File: config.mk
export PLATFORM = sky130hd
export DESIGN_NAME = sfp_port
export DESIGN_NICKNAME = d
export VERILOG_FILES = /design/src/sfp_pkg.sv /design/src/sfp_sync.sv /design/src/sfp_guard.sv /design/src/sfp_port.sv
export VERILOG_INCLUDE_DIRS = /design/src /design/src/src
export SDC_FILE = /design/constraint.sdc
export NUM_CORES = 1
export LEC_CHECK = 0
export ABC_CLOCK_PERIOD_IN_PS = 6050
export BUFFER_PORTS_ARGS = -buffer_cell sky130_fd_sc_hd__buf_2
export CORE_MARGIN = 8
export CORE_UTILIZATION = 35
export CTS_CLUSTER_DIAMETER = 40
export DETAILED_ROUTE_END_ITERATION = 8
export PLACE_DENSITY = 0.61
export SLEW_MARGIN = 20
export SYNTH_ARGS = -nofsm -noshare
export SYNTH_HDL_FRONTEND = slang
export SYNTH_SLANG_ARGS = --single-unit
File: constraint.sdc
create_clock -name mclk -period 6.05 [get_ports mclk]
set_clock_uncertainty 0.05 [all_clocks]
set_input_delay 1.21 -clock mclk [delete_from_list [all_inputs] [get_ports mclk]]
set_output_delay 1.21 -clock mclk [all_outputs]
set_load 0.02 [all_outputs]
File: src/sfp_params.svh
`ifndef SFP_PARAMS_SVH
`define SFP_PARAMS_SVH

// Serial framing.
`define SFP_CMD_BITS 5'h08
`define SFP_ADDR_BITS 5'h18
`define SFP_BYTE_BITS 5'h08

// Array geometry: 512 KB behind a 19-bit byte address.
`define SFP_ARRAY_ABITS 19
`define SFP_PAGE_BYTES 256
`define SFP_PAGES 2048
`define SFP_SECTORS 128
`define SFP_BLK32_COUNT 16
`define SFP_BLK64_COUNT 8

// Continuous read overhead in serial clocks (24 address bits plus mode byte, two lanes).
`define SFP_CONT_OVERHEAD 16

// Unique serial number; the value is arbitrary.
`define SFP_UID_VALUE 64'h5A3C_96E1_0F87_2DB4

// System clock period.
`define SFP_MCLK_NS 40

`endif

File: src/sfp_pkg.sv
package sfp_pkg;

    // Frame phases of the serial front end.
    typedef enum logic [2:0] {
        PH_IDLE,
        PH_CMD,
        PH_DECODE,
        PH_ADDR,
        PH_EXTRA,
        PH_DATA
    } sfp_phase_t;

endpackage : sfp_pkg

File: src/sfp_sync.sv
`timescale 1ns/1ps

module sfp_sync #(
    parameter int WIDTH = 1,
    parameter logic [WIDTH-1:0] RST_VAL = '0
) (
    // Clock and reset
    input wire logic mclk,
    input wire logic rstN,
    // Asynchronous levels in, synchronised levels out
    input wire logic [WIDTH-1:0] asyncIn,
    output logic [WIDTH-1:0] syncOut
);

    // Two flops per bit; the first stage is read only by the second.
    genvar i;
    generate
        for (i = 0; i < WIDTH; i = i + 1) begin : g_bit
            logic meta_q;
            always_ff @(posedge mclk or negedge rstN) begin
                if (!rstN) begin
                    meta_q <= RST_VAL[i];
                    syncOut[i] <= RST_VAL[i];
                end else begin
                    meta_q <= asyncIn[i];
                    syncOut[i] <= meta_q;
                end
            end
        end
    endgenerate

endmodule : sfp_sync

File: src/sfp_guard.sv
`timescale 1ns/1ps
`include "sfp_params.svh"

module sfp_guard (
    // Address under test
    input wire logic [`SFP_ARRAY_ABITS-1:0] byteAddr,
    // Protection controls
    input wire logic [2:0] regionGuardBits,
    input wire logic guardFromLowEnd,
    input wire logic statusLockBit,
    input wire logic writeGuardN,
    // Results
    output logic statusWriteBlocked,
    output logic addrProtected,
    output logic [10:0] pageIdx,
    output logic [6:0] sectorIdx,
    output logic [3:0] blk32Idx,
    output logic [2:0] blk64Idx
);

    // Geometry: 256-byte pages, 4 KB sectors, 32 KB and 64 KB blocks.
    assign pageIdx = byteAddr[18:8];
    assign sectorIdx = byteAddr[18:12];
    assign blk32Idx = byteAddr[18:15];
    assign blk64Idx = byteAddr[18:16];

    // Status writes are refused while the lock bit is set and the guard pin is low.
    assign statusWriteBlocked = statusLockBit & ~writeGuardN;

    // Guarded span in 64 KB blocks doubles per code step; codes 4 and up cover the array.
    wire logic [3:0] spanBlocks;
    wire logic [3:0] blkWide;
    wire logic inLow;
    wire logic inHigh;
    assign spanBlocks = (regionGuardBits == 3'h0) ? 4'h0 :
                        (regionGuardBits >= 3'h4) ? 4'h8 :
                        4'(4'h1 << (regionGuardBits - 3'h1));
    assign blkWide = {1'b0, blk64Idx};
    assign inLow = blkWide < spanBlocks;
    assign inHigh = blkWide >= 4'(4'h8 - spanBlocks);
    assign addrProtected = guardFromLowEnd ? inLow : inHigh;

endmodule : sfp_guard

File: src/sfp_port.sv
`timescale 1ns/1ps
`include "sfp_params.svh"

// Summary of operation
// - Single mode samples lane0 on rising clock.
// - Single mode drives lane1 on falling clock.
// - Dual mode moves two bits per clock.
// - Chip select high floats both lanes.
// - No command before first select falling edge.
// - Pause floats outputs, ignores clock and data.
// - Released pause resumes from preserved state.
// - Low guard pin can block status writes.
// - Guard bits protect part of the array.
// - Array holds 2048 pages of 256 bytes.
// - Program writes wrap inside one page.
// - Erase units: 4KB sectors, 32KB, 64KB blocks.
// - Continuous read starts directly with address.
// - A 64-bit unique number is readable.
// - Modes 0 and 3; clock idle at select.
// - Pause begins and ends with clock low.
module sfp_port (
    // Clock and reset
    input wire logic mclk,
    input wire logic rst_b,
    // Serial pins
    input wire logic sclkPin,
    input wire logic chipSelPin_b,
    input wire logic pausePin_b,
    input wire logic writeGuardPin_b,
    input wire logic serialInLane0In,
    output logic serialInLane0Out,
    output logic serialInLane0Oe,
    input wire logic serialOutLane1In,
    output logic serialOutLane1Out,
    output logic serialOutLane1Oe,
    // Command layer: decode answers, valid in the cycle that cmdValid is high
    output logic cmdValid,
    output logic [7:0] cmdByte,
    input wire logic addrFollows,
    input wire logic extraFollows,
    input wire logic readDir,
    input wire logic dualIo,
    input wire logic dualData,
    input wire logic uidSel,
    input wire logic contRead,
    // Data stream
    input wire logic [7:0] rdData,
    output logic rdReq,
    output logic [23:0] xferAddr,
    output logic wrValid,
    output logic [7:0] wrData,
    output logic [23:0] wrAddr,
    output logic extraValid,
    output logic [7:0] extraByte,
    output logic paused,
    // Protection
    input wire logic statusLockBit,
    input wire logic [2:0] regionGuardBits,
    input wire logic guardFromLowEnd,
    output logic statusWriteBlocked,
    output logic addrProtected,
    output logic [10:0] pageIdx,
    output logic [6:0] sectorIdx,
    output logic [3:0] blk32Idx,
    output logic [2:0] blk64Idx
);

    // Reset release through two flops; assertion stays asynchronous.
    logic rstMeta_q;
    logic rstN;
    always_ff @(posedge mclk or negedge rst_b) begin
        if (!rst_b) begin
            rstMeta_q <= 1'b0;
            rstN <= 1'b0;
        end else begin
            rstMeta_q <= 1'b1;
            rstN <= rstMeta_q;
        end
    end

    // All pins cross into mclk; the serial clock is sampled, so it must stay below mclk/4.
    logic sclkS;
    logic csS_b;
    logic pauseS_b;
    logic guardS_b;
    logic in0S;
    logic in1S;
    sfp_sync #(.WIDTH(6), .RST_VAL(6'h1C)) u_sync (
        .mclk(mclk),
        .rstN(rstN),
        .asyncIn({chipSelPin_b, pausePin_b, writeGuardPin_b, sclkPin, serialOutLane1In,
                  serialInLane0In}),
        .syncOut({csS_b, pauseS_b, guardS_b, sclkS, in1S, in0S})
    );

    // Frame state.
    sfp_pkg::sfp_phase_t phase_q;
    logic csPrev_q;
    logic active_q;
    logic pause_q;
    logic sclkPrev_q;
    logic [4:0] cnt_q;
    logic [23:0] shIn_q;
    logic [23:0] addr_q;
    logic [7:0] pageOfs_q;
    logic wide_q;
    logic dualIo_q;
    logic dualData_q;
    logic readDir_q;
    logic extra_q;
    logic uidSel_q;
    logic [7:0] outSh_q;
    logic [3:0] outCnt_q;
    logic [2:0] uidIdx_q;

    // Edge detection; a prior reset value of 0 means power-up needs a high-to-low select.
    wire logic csFall;
    wire logic rise;
    wire logic fall;
    assign csFall = csPrev_q & ~csS_b;
    assign rise = active_q & ~csS_b & ~pause_q & sclkS & ~sclkPrev_q;
    assign fall = active_q & ~csS_b & ~pause_q & ~sclkS & sclkPrev_q;

    // Lane width, incoming shift and the count after this edge, MSB first.
    wire logic [4:0] step;
    wire logic [4:0] cntNext;
    wire logic [23:0] shNext;
    assign step = wide_q ? 5'h02 : 5'h01;
    assign cntNext = 5'(cnt_q + step);
    assign shNext = wide_q ? {shIn_q[21:0], in1S, in0S} : {shIn_q[22:0], in0S};

    // Outgoing byte source and next output bits.
    wire logic [63:0] uidWord;
    wire logic [5:0] uidBase;
    wire logic [7:0] srcByte;
    wire logic needLoad;
    wire logic [7:0] outWord;
    wire logic [3:0] outStep;
    wire logic [3:0] outLeft;
    wire logic driveNow;
    assign uidWord = `SFP_UID_VALUE;
    assign uidBase = {~uidIdx_q, 3'h0};
    assign srcByte = uidSel_q ? uidWord[uidBase +: 8] : rdData;
    assign needLoad = (outCnt_q == 4'h0);
    assign outWord = needLoad ? srcByte : outSh_q;
    assign outStep = wide_q ? 4'h2 : 4'h1;
    assign outLeft = needLoad ? 4'(4'h8 - outStep) : 4'(outCnt_q - outStep);
    assign driveNow = active_q & ~csS_b & ~pause_q & (phase_q == sfp_pkg::PH_DATA) & readDir_q;

    // Pause: entered or left by the pin only while the serial clock is low; deselect ends it at any time.
    always_ff @(posedge mclk or negedge rstN) begin
        if (!rstN) begin
            pause_q <= 1'b0;
        end else if (csS_b) begin
            pause_q <= 1'b0;
        end else if (!sclkS) begin
            pause_q <= ~pauseS_b;
        end
    end

    // Select tracking; the clock history freezes during a pause so no edge is seen.
    always_ff @(posedge mclk or negedge rstN) begin
        if (!rstN) begin
            csPrev_q <= 1'b0;
            active_q <= 1'b0;
            sclkPrev_q <= 1'b0;
        end else begin
            csPrev_q <= csS_b;
            active_q <= csS_b ? 1'b0 : (active_q | csFall);
            if (csS_b || !pause_q) begin
                sclkPrev_q <= sclkS;
            end
        end
    end

    // Frame sequencer: command, decode, address, extra byte, data.
    always_ff @(posedge mclk or negedge rstN) begin
        if (!rstN) begin
            phase_q <= sfp_pkg::PH_IDLE;
            cnt_q <= 5'h00;
            shIn_q <= 24'h000000;
            addr_q <= 24'h000000;
            pageOfs_q <= 8'h00;
            wide_q <= 1'b0;
            dualIo_q <= 1'b0;
            dualData_q <= 1'b0;
            readDir_q <= 1'b0;
            extra_q <= 1'b0;
            uidSel_q <= 1'b0;
            cmdValid <= 1'b0;
            cmdByte <= 8'h00;
            extraValid <= 1'b0;
            extraByte <= 8'h00;
            wrValid <= 1'b0;
            wrData <= 8'h00;
            wrAddr <= 24'h000000;
            rdReq <= 1'b0;
            outSh_q <= 8'h00;
            outCnt_q <= 4'h0;
            uidIdx_q <= 3'h0;
            serialOutLane1Out <= 1'b0;
            serialInLane0Out <= 1'b0;
        end else begin
            cmdValid <= 1'b0;
            extraValid <= 1'b0;
            wrValid <= 1'b0;
            rdReq <= 1'b0;
            if (csS_b) begin
                phase_q <= sfp_pkg::PH_IDLE;
                wide_q <= 1'b0;
            end else if (csFall) begin
                cnt_q <= 5'h00;
                outCnt_q <= 4'h0;
                uidIdx_q <= 3'h0;
                pageOfs_q <= 8'h00;
                // Continuous read skips the command byte and goes straight to the address.
                phase_q <= contRead ? sfp_pkg::PH_ADDR : sfp_pkg::PH_CMD;
                wide_q <= contRead & dualIo;
                dualIo_q <= dualIo;
                dualData_q <= dualData;
                readDir_q <= contRead;
                extra_q <= contRead & extraFollows;
                uidSel_q <= 1'b0;
            end else begin
                case (phase_q)
                    sfp_pkg::PH_CMD: begin
                        if (rise) begin
                            shIn_q <= shNext;
                            cnt_q <= cntNext;
                            if (cntNext == `SFP_CMD_BITS) begin
                                cmdByte <= shNext[7:0];
                                cmdValid <= 1'b1;
                                phase_q <= sfp_pkg::PH_DECODE;
                            end
                        end
                    end
                    sfp_pkg::PH_DECODE: begin
                        cnt_q <= 5'h00;
                        dualIo_q <= dualIo;
                        dualData_q <= dualData;
                        readDir_q <= readDir;
                        extra_q <= extraFollows;
                        uidSel_q <= uidSel;
                        wide_q <= dualIo | (dualData & ~addrFollows & ~extraFollows);
                        if (addrFollows) begin
                            phase_q <= sfp_pkg::PH_ADDR;
                        end else if (extraFollows) begin
                            phase_q <= sfp_pkg::PH_EXTRA;
                        end else begin
                            phase_q <= sfp_pkg::PH_DATA;
                            rdReq <= readDir;
                        end
                    end
                    sfp_pkg::PH_ADDR: begin
                        if (rise) begin
                            shIn_q <= shNext;
                            cnt_q <= cntNext;
                            if (cntNext == `SFP_ADDR_BITS) begin
                                addr_q <= shNext;
                                pageOfs_q <= shNext[7:0];
                                cnt_q <= 5'h00;
                                if (extra_q) begin
                                    phase_q <= sfp_pkg::PH_EXTRA;
                                end else begin
                                    phase_q <= sfp_pkg::PH_DATA;
                                    wide_q <= dualIo_q | dualData_q;
                                    rdReq <= readDir_q;
                                end
                            end
                        end
                    end
                    sfp_pkg::PH_EXTRA: begin
                        if (rise) begin
                            shIn_q <= shNext;
                            cnt_q <= cntNext;
                            if (cntNext == `SFP_BYTE_BITS) begin
                                extraByte <= shNext[7:0];
                                extraValid <= 1'b1;
                                cnt_q <= 5'h00;
                                phase_q <= sfp_pkg::PH_DATA;
                                wide_q <= dualIo_q | dualData_q;
                                rdReq <= readDir_q;
                            end
                        end
                    end
                    sfp_pkg::PH_DATA: begin
                        if (rise && !readDir_q) begin
                            shIn_q <= shNext;
                            cnt_q <= cntNext;
                            if (cntNext == `SFP_BYTE_BITS) begin
                                cnt_q <= 5'h00;
                                wrData <= shNext[7:0];
                                wrValid <= 1'b1;
                                // A program burst stays inside its page and wraps.
                                wrAddr <= {addr_q[23:8], pageOfs_q};
                                pageOfs_q <= 8'(pageOfs_q + 8'h01);
                            end
                        end
                        if (fall && readDir_q) begin
                            // Lane 1 carries the higher bit of each pair.
                            serialOutLane1Out <= outWord[7];
                            serialInLane0Out <= outWord[6];
                            outSh_q <= wide_q ? {outWord[5:0], 2'h0} : {outWord[6:0], 1'h0};
                            outCnt_q <= outLeft;
                            if (needLoad) begin
                                uidIdx_q <= 3'(uidIdx_q + 3'h1);
                            end
                            if (outLeft == 4'h0) begin
                                addr_q <= 24'(addr_q + 24'h000001);
                                rdReq <= 1'b1;
                            end
                        end
                    end
                    default: begin
                        phase_q <= sfp_pkg::PH_IDLE;
                    end
                endcase
            end
        end
    end

    // Lane enables; deselect or pause float both lanes from the next cycle.
    always_ff @(posedge mclk or negedge rstN) begin
        if (!rstN) begin
            serialOutLane1Oe <= 1'b0;
            serialInLane0Oe <= 1'b0;
            paused <= 1'b0;
        end else begin
            serialOutLane1Oe <= driveNow;
            serialInLane0Oe <= driveNow & wide_q;
            paused <= pause_q;
        end
    end

    // Protection and geometry from the current transfer address.
    wire logic guardBlock;
    wire logic guardProt;
    wire logic [10:0] pageW;
    wire logic [6:0] sectorW;
    wire logic [3:0] blk32W;
    wire logic [2:0] blk64W;
    sfp_guard u_guard (
        .byteAddr(addr_q[`SFP_ARRAY_ABITS-1:0]),
        .regionGuardBits(regionGuardBits),
        .guardFromLowEnd(guardFromLowEnd),
        .statusLockBit(statusLockBit),
        .writeGuardN(guardS_b),
        .statusWriteBlocked(guardBlock),
        .addrProtected(guardProt),
        .pageIdx(pageW),
        .sectorIdx(sectorW),
        .blk32Idx(blk32W),
        .blk64Idx(blk64W)
    );

    // Registered copies so every result leaves from a flop.
    always_ff @(posedge mclk or negedge rstN) begin
        if (!rstN) begin
            statusWriteBlocked <= 1'b0;
            addrProtected <= 1'b0;
            pageIdx <= 11'h000;
            sectorIdx <= 7'h00;
            blk32Idx <= 4'h0;
            blk64Idx <= 3'h0;
            xferAddr <= 24'h000000;
        end else begin
            statusWriteBlocked <= guardBlock;
            addrProtected <= guardProt;
            pageIdx <= pageW;
            sectorIdx <= sectorW;
            blk32Idx <= blk32W;
            blk64Idx <= blk64W;
            xferAddr <= addr_q;
        end
    end

    AST_DESEL_FLOAT: assert property (@(posedge mclk) disable iff (!rstN)
        csS_b |=> !serialOutLane1Oe && !serialInLane0Oe) else $error("lane driven while deselected");
    AST_PAUSE_FLOAT: assert property (@(posedge mclk) disable iff (!rstN)
        pause_q |=> !serialOutLane1Oe && !serialInLane0Oe) else $error("lane driven in pause");
    AST_CMD_NEEDS_SELECT: assert property (@(posedge mclk) disable iff (!rstN)
        $rose(cmdValid) |-> $past(active_q)) else $error("command without select edge");
    AST_CMD_EIGHT: assert property (@(posedge mclk) disable iff (!rstN)
        $rose(cmdValid) |-> $past(cnt_q) == 5'h07 && $past(rise)) else $error("command length");
    AST_OUT_ON_FALL: assert property (@(posedge mclk) disable iff (!rstN)
        !fall |=> $stable(serialOutLane1Out)) else $error("lane1 moved without falling clock");
    AST_PAUSE_KEEPS: assert property (@(posedge mclk) disable iff (!rstN)
        pause_q && !csS_b |=> $stable(phase_q) && $stable(cnt_q)) else $error("state lost in pause");
    AST_PAUSE_START: assert property (@(posedge mclk) disable iff (!rstN)
        !csS_b && !pauseS_b && !sclkS |=> pause_q) else $error("pause not entered");
    AST_WRITE_GUARD: assert property (@(posedge mclk) disable iff (!rstN)
        statusLockBit && !guardS_b |=> statusWriteBlocked) else $error("status write not blocked");
    AST_DUAL_STEP: assert property (@(posedge mclk) disable iff (!rstN)
        rise && wide_q && phase_q == sfp_pkg::PH_ADDR && !csFall
        |=> cnt_q == 5'($past(cnt_q) + 5'h02) || cnt_q == 5'h00) else $error("dual step");
    AST_CONT_ADDR: assert property (@(posedge mclk) disable iff (!rstN)
        csFall && contRead |=> phase_q == sfp_pkg::PH_ADDR) else $error("continuous read");

endmodule : sfp_port

==> impl_metrics.csv, run 1 <==
group,metric,value,unit
setup_path,worstSetupStartpoint,"wide_q$_DFFE_PN0P_",
floorplan,die_h,176.3,um
yosys,syn_area,0.008991,mm2
power,p_leak,5.012,nW
sta,setup_viol,0,
sta,period_share,64.08,%
cts,cts_buffers,17,
sta,final_max_slew_viol_count,0,
yosys,synth_area_leader_cell,"dfrtp_1",
setup_path,r2r-start,"wide_q$_DFFE_PN0P_",
yosys,syn-mean-instance-area,10.55,um2
grt,grt_pass1_wl,34.98,mm
setup_path,crit_arrival,4.14,ns
setup_path,cp_common_cell,"inv_1",
min_path,hold_class,"reg -> async",
routing,via_count,6615,
sta,hold_viol,0,
cts,hold_buffers,0,
sta,tightest_slew,0.9300,ns
yosys,netlist_top_cells_area,"dfrtp_1 (50%), mux2_2 (6.1%), a21oi_1 (5.1%)",
grt,overflow,0,
yosys,yosysWarnings,0,
cells_and_area,fin_nets,984,
floorplan,fp.dieArea,0.03107,mm2
sta,slew_headroom,38.00,%
cells_and_area,multiInputGateArea,0.003872,mm2
grt,grt_usage,13.73,%
routing,final_antenna_net_count,0,
routing,drc_errors,0,
setup_path,crit_fanout,28,
cts,cts.sinks,184,
cells_and_area,fillers,2460,
cells_and_area,n_antenna_cell,0,
placed_design,io_buffers,135,
yosys,ys_seq_elements,184,
routing,routed_wl,21.00,mm
placed_design,dp_hpwl,14.53,mm
yosys,syn_nets,896,
routing,wl_per_cell,16.38,um
setup_path,slowest_stage,"or3_2",
floorplan,pin_count,136,
power,ir_drop,0.1371,mV
cts,ctsLongestPathBuffers,2,
setup_path,path_delay_family,"simple AND/OR/NAND/NOR gates",
yosys,synth_top_area_share,49.54,%
grt,grt_pass1_vias,6679,
cts,postCtsSetupRepairBufs,0,
routing,drt_pass1_iterations,4,
placed_design,pre_cts_ws,2.133,ns
floorplan,rows,58,
cts,root_buffer,"clkbuf_16",
status,outcome,"complete, no violations",
setup_path,cp-end-kind,"flop",
cells_and_area,seqCellArea,0.004616,mm2
yosys,syn_inst,852,
cells_and_area,drive_above_1_share,27.73,%
flow_run,max-cap-violations,0,
cells_and_area,utilization,40.93,%
setup_path,crit_chain,"inv_1 > ha_1 > inv_1 > fa_1 > nand3b_2 > xor2_2 > nand4_1 > or3_2 > inv_2 > mux2_2",
yosys,synth_edf_count,0,
floorplan,core,0.02518,mm2
grt,grt_max_degree,75,
floorplan,start_util,35.71,%
setup_path,crit_buf_inv,3,
sta,fin_crit,3.877,ns
setup_path,startpoint_type,"flop",
sta,max_freq,257.9,MHz
yosys,ys.flop_type,"dfrtp_1",
floorplan,die_x,176.3,um
placed_design,place_congestion,0.8997,
cts,clk_latency,0.42,ns
yosys,yosys.cell_types.count,76,
routing,initialDrtViolationCount,393,
cts,clk_pin_slew,0.07,ns
setup_path,max_stage_delay,0.86,ns
cts,cts_tree,"built",
sta,setup_ws,2.173,ns
power,powerDensity,302.1,mW/mm2
grt,antenna_found_initial,0,
sta,tns,0,ns
setup_path,path_class,"reg -> reg",
yosys,synthArstFlopShare,100.0,%
cts,htree_levels,4,
sta,rsz0062_at_grt,"no",
setup_path,cp.required,6.31,ns
cts,cts.repair.resized,0,
cells_and_area,area_growth,14.64,%
routing,viasPerCell,5.160,
yosys,yosysSeqAreaShare,51.29,%
Yosys cell counts (9+ instances only):
cell type,number
nor3_1,9
buf_2,9
o21ai_0,44
nor2_1,61
nand4_1,9
buf_4,28
ha_1,14
nand2_1,77
dfrtp_1,178
inv_1,23
nand2b_1,11
mux2_2,49
nand3_1,18
a21oi_1,91
mux2_4,18
clkbuf_1,31
mux2i_1,27
path summary, 6_finish.rpt:
| check | to | slack, ns | cells past startpoint |
|---|---|---|---|
| min in group mclk | u_sync.syncOut[5]$_DFF_PN0_ | 0.30 | 0 |
| hold reg to reg | wrData[1]$_DFFE_PN0P_ | 0.27 | 0 |
| setup / recovery | wrData[5]$_DFFE_PN0P_ | 2.17 | 10 |
| max in group asynchronous | wrAddr[13]$_DFFE_PN0P_ | 4.35 | 2 |
| setup reg to reg | wrData[5]$_DFFE_PN0P_ | 2.17 | 10 |
| hold / removal | wrData[1]$_DFFE_PN0P_ | 0.27 | 0 |
power by group:
part	switching, mW	internal (mW)
clock network	0.486	0.585
registers	0.126	1.32
logic	0.357	0.239
total	0.969	2.14
logic make-up (layout without fill, tap and decap cells):
family	Yosys count	after routing	share of synthesized area, %
and+or+nand+nor	235	235	12.79
AOI/OAI and AO/OA	212	212	14.33
DFF	184	184	51.29
buffers and inverters	99	199	5.845
muxes	94	94	12.15
adders and majority gates	16	16	2.394
xor gates and xnor gates	11	11	1.155
other	1	1	0.04171
per-layer routing:
metal  vias to the layer above  GRT usage, %  share of wire (%)
met5                         -             0                  0
met4                         0         3.850                1.1
met3                        20         4.102                7.0
met2                       200         21.65                 46
met1                      3212         18.01                 46
li1                       3183             -                  -
per-stage QoR:
stage	hold slack [ns]	cells	area [um2]	power, mW
after floorplan	0.2812	852	8991	1.923
after global placement	0.2846	1250	9724	2.056
after detailed placement	0.2855	1250	9724	2.064
after CTS	0.3003	1281	10280	3.150
after global routing	0.3095	1282	10310	3.296
final	0.2654	1282	10310	3.114
registers in the layout, indices dropped and copies added (netlist names), 2 cells and up:
| name | cells |
|---|---|
| pageIdx | 4 |
| xferAddr | 14 |
| shIn_q | 23 |
| pageOfs_q | 8 |
| wrAddr | 24 |
| cnt_q | 5 |
| sectorIdx | 3 |
| wrData | 8 |
| cmdByte | 8 |
| outSh_q | 7 |
| uidIdx_q | 3 |
| phase_q | 3 |
| addr_q | 24 |
| u_sync.g_bit.meta_q | 6 |
| blk64Idx | 2 |
| extraByte | 8 |
| u_sync.syncOut | 6 |
| outCnt_q | 4 |
layout by cell type (no fill, tap or decap), types with 4 or more instances in the layout:
master     netlist  layout
mux2_2          49      49
o22ai_1          8       8
clkbuf_16        0      17
or3_1            6       5
a21oi_1         91      91
mux2i_1         27      27
o31ai_1          4       4
inv_1           23      23
nor2_1          61      59
mux2_4          18      18
nor3_1           9       8
o211ai_1         5       5
nand3b_1         6       6
dfrtp_1        178     177
a31oi_1          7       7
ha_1            14      14
o221ai_1         4       4
nand2_1         77      77
buf_4           28       8
nand4_1          9       9
nand3_1         18      18
and3_1           6       6
nor3b_1          5       5
a22o_1           4       4
buf_2            9     135
xnor2_1          7       7
nand2b_1        11      11
nor2b_1          6       6
a211oi_1         4       4
a21o_1           4       4
dfstp_2          6       6
inv_6            0       4
o21ai_0         44      44
o2bb2ai_1        6       6
area by class of cell:
type                       instances  share of cell area, %
clock buffer                      20                  4.334
sequential                       184                  44.78
clock inverter                    11                  1.105
inverter                          24                 0.8740
tap                              330                  4.006
timing repair buffer             144                  7.332
multi-input combinational        569                  37.57
Note: power is estimated with default switching activity, not from simulation.
==> run 2: changes to the inputs <==
Settings changed: ABC_CLOCK_PERIOD_IN_PS 6050 to 3500, PLACE_DENSITY 0.61 to 0.63.
Clock period 6.05 ns to 3.5 ns, I/O delays scaled along.
==> run 2 against run 1 <==
Register-to-register slack worse by 1.9 ns. Count of clock-buffer cells in the layout up 2. Hold slack better by 0.033 ns. Largest power group unchanged. Critical path depth unchanged. Sequential power up 72%. Fmax up 19%. Wire length up 0.50%. Via count up 1.2%. Clock power up 68%. Core utilization up 0.42 points. Sequential share of layout area down 0.46 points. Die area unchanged.
==> impl_metrics.csv, run 2 (synthesis gave the netlist of run 1 again) <==
group,metric,value,unit
grt,grt_pass1_vias,6785,
cts,cts.sinks,184,
placed_design,dpl-instance-area,0.009852,mm2
power,p_leak,5.077,nW
cts,clk_pin_slew,0.07,ns
sta,final_max_slew_viol_count,0,
cts,cts_buffers,17,
setup_path,path_class,"reg -> reg",
setup_path,crit_arrival,3.52,ns
floorplan,die_x,176.3,um
routing,routed_wl,21.11,mm
cells_and_area,area_growth,15.82,%
routing,drc_errors,0,
placed_design,place_congestion,0.9249,
placed_design,pre_cts_ws,0.2480,ns
setup_path,crit_fanout,14,
sta,whs,0.2986,ns
power,powerDensity,516.1,mW/mm2
sta,setup_ws,0.2435,ns
setup_path,cp.required,3.77,ns
sta,period_share,93.04,%
cells_and_area,final_common_cell,"dfrtp_1",
floorplan,die_h,176.3,um
status,outcome,"complete, no violations",
sta,setup_viol,0,
cts,cts_tree,"built",
flow_run,max-cap-violations,0,
grt,grt_usage,13.85,%
grt,grt_pass1_wl,35.43,mm
sta,fin_crit,3.256,ns
routing,drt_pass1_iterations,5,
cells_and_area,n_antenna_cell,0,
grt,grt_max_degree,68,
routing,via_count,6692,
cells_and_area,utilization,41.35,%
routing,viasPerCell,5.168,
sta,hold_viol,0,
routing,wl_per_cell,16.30,um
cells_and_area,largestRegisters,"addr_q (24), wrAddr (24), shIn_q (23)",
cts,root_buffer,"clkbuf_16",
placed_design,io_buffers,135,
floorplan,pin_count,136,
cts,htree_levels,4,
cells_and_area,final_cell_area,0.01041,mm2
floorplan,rows,58,
cells_and_area,fin_nets,996,
sta,slew_headroom,36.55,%
setup_path,cp-end-kind,"flop",
cts,ctsLongestPathBuffers,2,
cts,clk_latency,0.43,ns
cells_and_area,final_cell_mix,"dfrtp_1 (177), buf_2 (135), a21oi_1 (91)",
floorplan,core,0.02518,mm2
cts,postCtsSetupRepairBufs,0,
floorplan,fp.dieArea,0.03107,mm2
grt,overflow,0,
sta,rsz0062_at_grt,"no",
power,ir_drop,0.2466,mV
grt,antenna_found_initial,1,
placed_design,dp_hpwl,15.03,mm
cells_and_area,drive_above_1_share,28.50,%
routing,initialDrtViolationCount,454,
routing,final_antenna_net_count,0,
sta,max_freq,307.1,MHz
setup_path,startpoint_type,"flop",
sta,tightest_slew,0.9517,ns
min_path,hold_class,"reg -> reg",
sta,tns,0,ns
floorplan,start_util,35.71,%
## run 2: where the power goes
| part | total [mW] | internal, mW | switching [mW] |
|---|---|---|---|
| clock network | 1.80 | 0.964 | 0.839 |
| logic | 1.07 | 0.442 | 0.626 |
| registers | 2.50 | 2.28 | 0.220 |
| total | 5.37 | 3.69 | 1.68 |
## run 2: worst paths after layout
kind,from,endpoint,slack (ns),depth (start not counted)
max,wide_q$_DFFE_PN0P_,wrData[3]$_DFFE_PN0P_,0.24,10
max reg2reg,wide_q$_DFFE_PN0P_,wrData[3]$_DFFE_PN0P_,0.24,10
min in group asynchronous,rstN$_DFF_PN0_,wrData[2]$_DFFE_PN0P_,0.45,0
min reg2reg,u_sync.g_bit[0].meta_q$_DFF_PN0_,u_sync.syncOut[0]$_DFF_PN0_,0.30,0
min,u_sync.g_bit[0].meta_q$_DFF_PN0_,u_sync.syncOut[0]$_DFF_PN0_,0.30,0
max in group asynchronous,rstN$_DFF_PN0_,u_sync.syncOut[4]$_DFF_PN1_,2.10,1
## run 2: through the flow
| step | total power [mW] | std cells |
|---|---|---|
| floorplan | 3.325 | 852 |
| global placement | 3.581 | 1262 |
| detailed placement | 3.604 | 1262 |
| finish | 5.374 | 1295 |
| global route | 5.688 | 1295 |
| CTS | 5.435 | 1295 |
## run 2: timing repair
| action | in CTS | in global routing |
|---|---|---|
| hold buffers | 1 | 0 |
| gates resized for setup | 0 | 1 |
| endpoints found under the setup margin | 0 | 1 |
| endpoints found under the hold margin | 2 | 0 |
## run 2: worst max-delay path, stage by stage, from the launching register on
cell and delay, ns:
dfrtp_1 0.40, inv_2 0.06, ha_1 0.17, inv_1 0.06, fa_1 0.43, nand3b_2 0.32
xor2_2 0.19, nand4_1 0.15, or3_2 0.68, inv_2 0.27, mux2_2 0.36
## run 2: area by class of cell
cell class                      instances  area (um2)
Fill cell                            2433       14770
Sequential cell                       184        4616
Multi-Input combinational cell        569        3870
Timing Repair Buffer                  156       877.1
Clock buffer                           22       464.2
Tap cell                              330       412.9
Inverter                               24       90.09
Clock inverter                         10       83.83
## run 2: routing by layer
layer	up-vias	GRT usage, %	routed length, um
met5	-	0	13
met4	2	4.486	316
met3	28	3.717	1460
met2	192	21.60	9731
met1	3255	18.43	9584
li1	3215	-	-
==> run 3: changes to the inputs <==
Settings changed: SYNTH_HIERARCHICAL set to 1.
==> run 3 against run 2 <==
Non-clock buffer count grew 1. Global-route usage is essentially flat. Critical endpoint is now wrAddr[20]$_DFFE_PN0P_. First-iteration DRC count grew 2.4%. Largest cell class unchanged. Die area grew 6.5%.
==> impl_metrics.csv, run 3 <==
group,metric,value,unit
setup_path,cp-end-kind,"flop",
placed_design,pre_cts_ws,0.4375,ns
setup_path,slowest_stage,"fa_1",
cells_and_area,largestRegisters,"addr_q (24), wrAddr (24), xferAddr (24)",
yosys,synth_top_area_share,52.71,%
sta,tightest_slew,0.9149,ns
sta,hold_viol,0,
placed_design,io_buffers,135,
routing,drt_pass1_iterations,6,
floorplan,die_x,181.9,um
placed_design,place_congestion,0.8471,
floorplan,rows,60,
setup_path,startpoint_type,"flop",
routing,via_count,7028,
cts,clk_pin_slew,0.05,ns
yosys,ys_seq_elements,209,
floorplan,start_util,35.66,%
setup_path,cp_common_cell,"inv_1",
yosys,synth_edf_count,0,
sta,rsz0062_at_grt,"no",
setup_path,crit_buf_inv,3,
cts,htree_levels,2,
routing,initialDrtViolationCount,465,
setup_path,cp.required,3.83,ns
placed_design,dpl-instance-area,0.01052,mm2
cells_and_area,final_common_cell,"dfrtp_1",
power,powerDensity,598.2,mW/mm2
floorplan,pin_count,136,
flow_run,max-cap-violations,0,
routing,viasPerCell,5.119,
setup_path,max_stage_delay,0.45,ns
grt,grt_pass1_wl,37.92,mm
cells_and_area,fin_nets,1050,
yosys,netlist_top_cells_area,"dfrtp_1 (53%), mux2_4 (4.7%), a21oi_1 (4.2%)",
routing,routed_wl,23.00,mm
yosys,synth_area_leader_cell,"dfrtp_1",
cells_and_area,drive_above_1_share,28.49,%
yosys,yosysWarnings,6,
grt,grt_pass1_vias,7081,
cts,ctsLongestPathBuffers,3,
cts,root_buffer,"clkbuf_16",
sta,tns,0,ns
sta,final_max_slew_viol_count,0,
cells_and_area,utilization,43.41,%
yosys,syn_inst,883,
setup_path,path_delay_family,"simple AND/OR/NAND/NOR gates",
floorplan,die_h,181.9,um
yosys,yosys.cell_types.count,71,
yosys,syn_area,0.009638,mm2
routing,final_antenna_net_count,0,
grt,grt_usage,13.90,%
cts,clk_latency,0.52,ns
grt,antenna_found_initial,0,
power,ir_drop,0.2956,mV
cts,postCtsSetupRepairBufs,0,
setup_path,crit_fanout,17,
floorplan,fp.dieArea,0.03310,mm2
placed_design,dp_hpwl,15.91,mm
yosys,synthMostInstantiatedCell,"dfrtp_1",
power,p_leak,5.811,nW
floorplan,core,0.02703,mm2
cells_and_area,final_cell_area,0.01173,mm2
min_path,hold_class,"reg -> async",
yosys,yosysSeqAreaShare,54.34,%
setup_path,crit_chain,"inv_1 > ha_1 > inv_1 > fa_1 > xor2_1 > and3b_1 > and2_1 > nand3_1 > or2_2 > buf_4 > mux2_4",
setup_path,r2r-start,"wide_q$_DFFE_PN0P_",
yosys,synthArstFlopShare,100.0,%
setup_path,crit_arrival,3.37,ns
cells_and_area,area_growth,21.73,%
grt,overflow,0,
sta,setup_viol,0,
yosys,syn_nets,927,
sta,max_freq,328.7,MHz
setup_path,worstSetupStartpoint,"wide_q$_DFFE_PN0P_",
cells_and_area,fillers,2530,
yosys,synth.cells.most_frequent,"dfrtp_1 (203), nand2_1 (88), a21oi_1 (80)",
yosys,ys.flop_type,"dfrtp_1",
sta,setup_ws,0.4577,ns
yosys,syn-mean-instance-area,10.92,um2
cts,cts.sinks,209,
cells_and_area,n_antenna_cell,0,
sta,fin_crit,3.042,ns
routing,drc_errors,0,
cts,cts_tree,"built",
sta,slew_headroom,38.88,%
status,outcome,"complete, no violations",
sta,period_share,86.92,%
grt,grt_max_degree,81,
cells_and_area,final_cell_mix,"dfrtp_1 (202), buf_2 (135), nand2_1 (88)",
cts,cts_buffers,34,
setup_path,path_class,"reg -> reg",
routing,wl_per_cell,16.75,um
## run 3: through the flow
stage	hold WS, ns	power, mW	instances
finish	0.09743	7.018	1373
global placement	0.1021	3.594	1310
detailed placement	0.1045	3.611	1310
floorplan	0.2811	3.391	883
global route	0.1148	7.338	1373
CTS	0.1092	7.119	1373
## run 3: what timing repair did
item                                   CTS  global route
endpoints found under the hold margin    2             0
hold buffers                             1             0
gates resized for setup                  0             0
## run 3: path summary, 6_finish.rpt
kind / end / slack, ns / depth (start not counted)
hold / removal: sectorIdx[6]$_DFF_PN0_ / 0.1 / 0
min in group mclk: u_sync/g_bit[3].meta_q$_DFF_PN1_ / 0.24 / 1
setup / recovery: wrAddr[20]$_DFFE_PN0P_ / 0.46 / 11
max in group asynchronous: u_sync/g_bit[5].meta_q$_DFF_PN0_ / 2.36 / 1
hold reg to reg: sectorIdx[6]$_DFF_PN0_ / 0.1 / 0
setup reg to reg: wrAddr[20]$_DFFE_PN0P_ / 0.46 / 11
## run 3: cell type report
cell class / instances / area [um2] / share of cell area [%]
Inverter: 25 / 93.84 / 0.7998
Multi-Input combinational cell: 579 / 3900 / 33.24
Tap cell: 341 / 426.7 / 3.637
Clock buffer: 36 / 868.3 / 7.401
Clock inverter: 26 / 334.1 / 2.847
Sequential cell: 209 / 5241 / 44.67
Timing Repair Buffer: 157 / 868.3 / 7.401
## run 3: worst reg2reg max path, cell delays in order, from the launching register on
cell and delay (ns):
dfrtp_1 0.37, inv_1 0.08, ha_1 0.19, inv_1 0.06
fa_1 0.45, xor2_1 0.20, and3b_1 0.23, and2_1 0.23
nand3_1 0.13, or2_2 0.34, buf_4 0.25, mux2_4 0.34
## run 3: power breakdown
| group | internal [mW] | switching [mW] | leakage (nW) |
|---|---|---|---|
| sequential | 2.62 | 0.177 | 2.74 |
| clock | 2.17 | 1.29 | 0.589 |
| combinational | 0.306 | 0.459 | 2.48 |
## run 3: logic make-up (layout without fill, tap and decap cells)
logic type	count (synthesis)	after routing	synth area share (%)
AND/OR/NAND/NOR	260	260	13.18
flip-flops	209	209	54.34
AO/OA/AOI/OAI	201	201	12.55
buffers and inverters	95	244	5.219
multiplexers	92	92	11.54
adder cells (fa/ha/maj)	16	16	2.233
XOR/XNOR	9	9	0.8957
other	1	1	0.03891
## run 3: routing by layer
layer,vias to the layer above,track usage [%],wire length [um]
li1,3347,-,-
met1,3426,18.61,10610
met2,213,21.35,10270
met3,42,3.453,1521
met4,0,5.313,592
met5,-,0,0
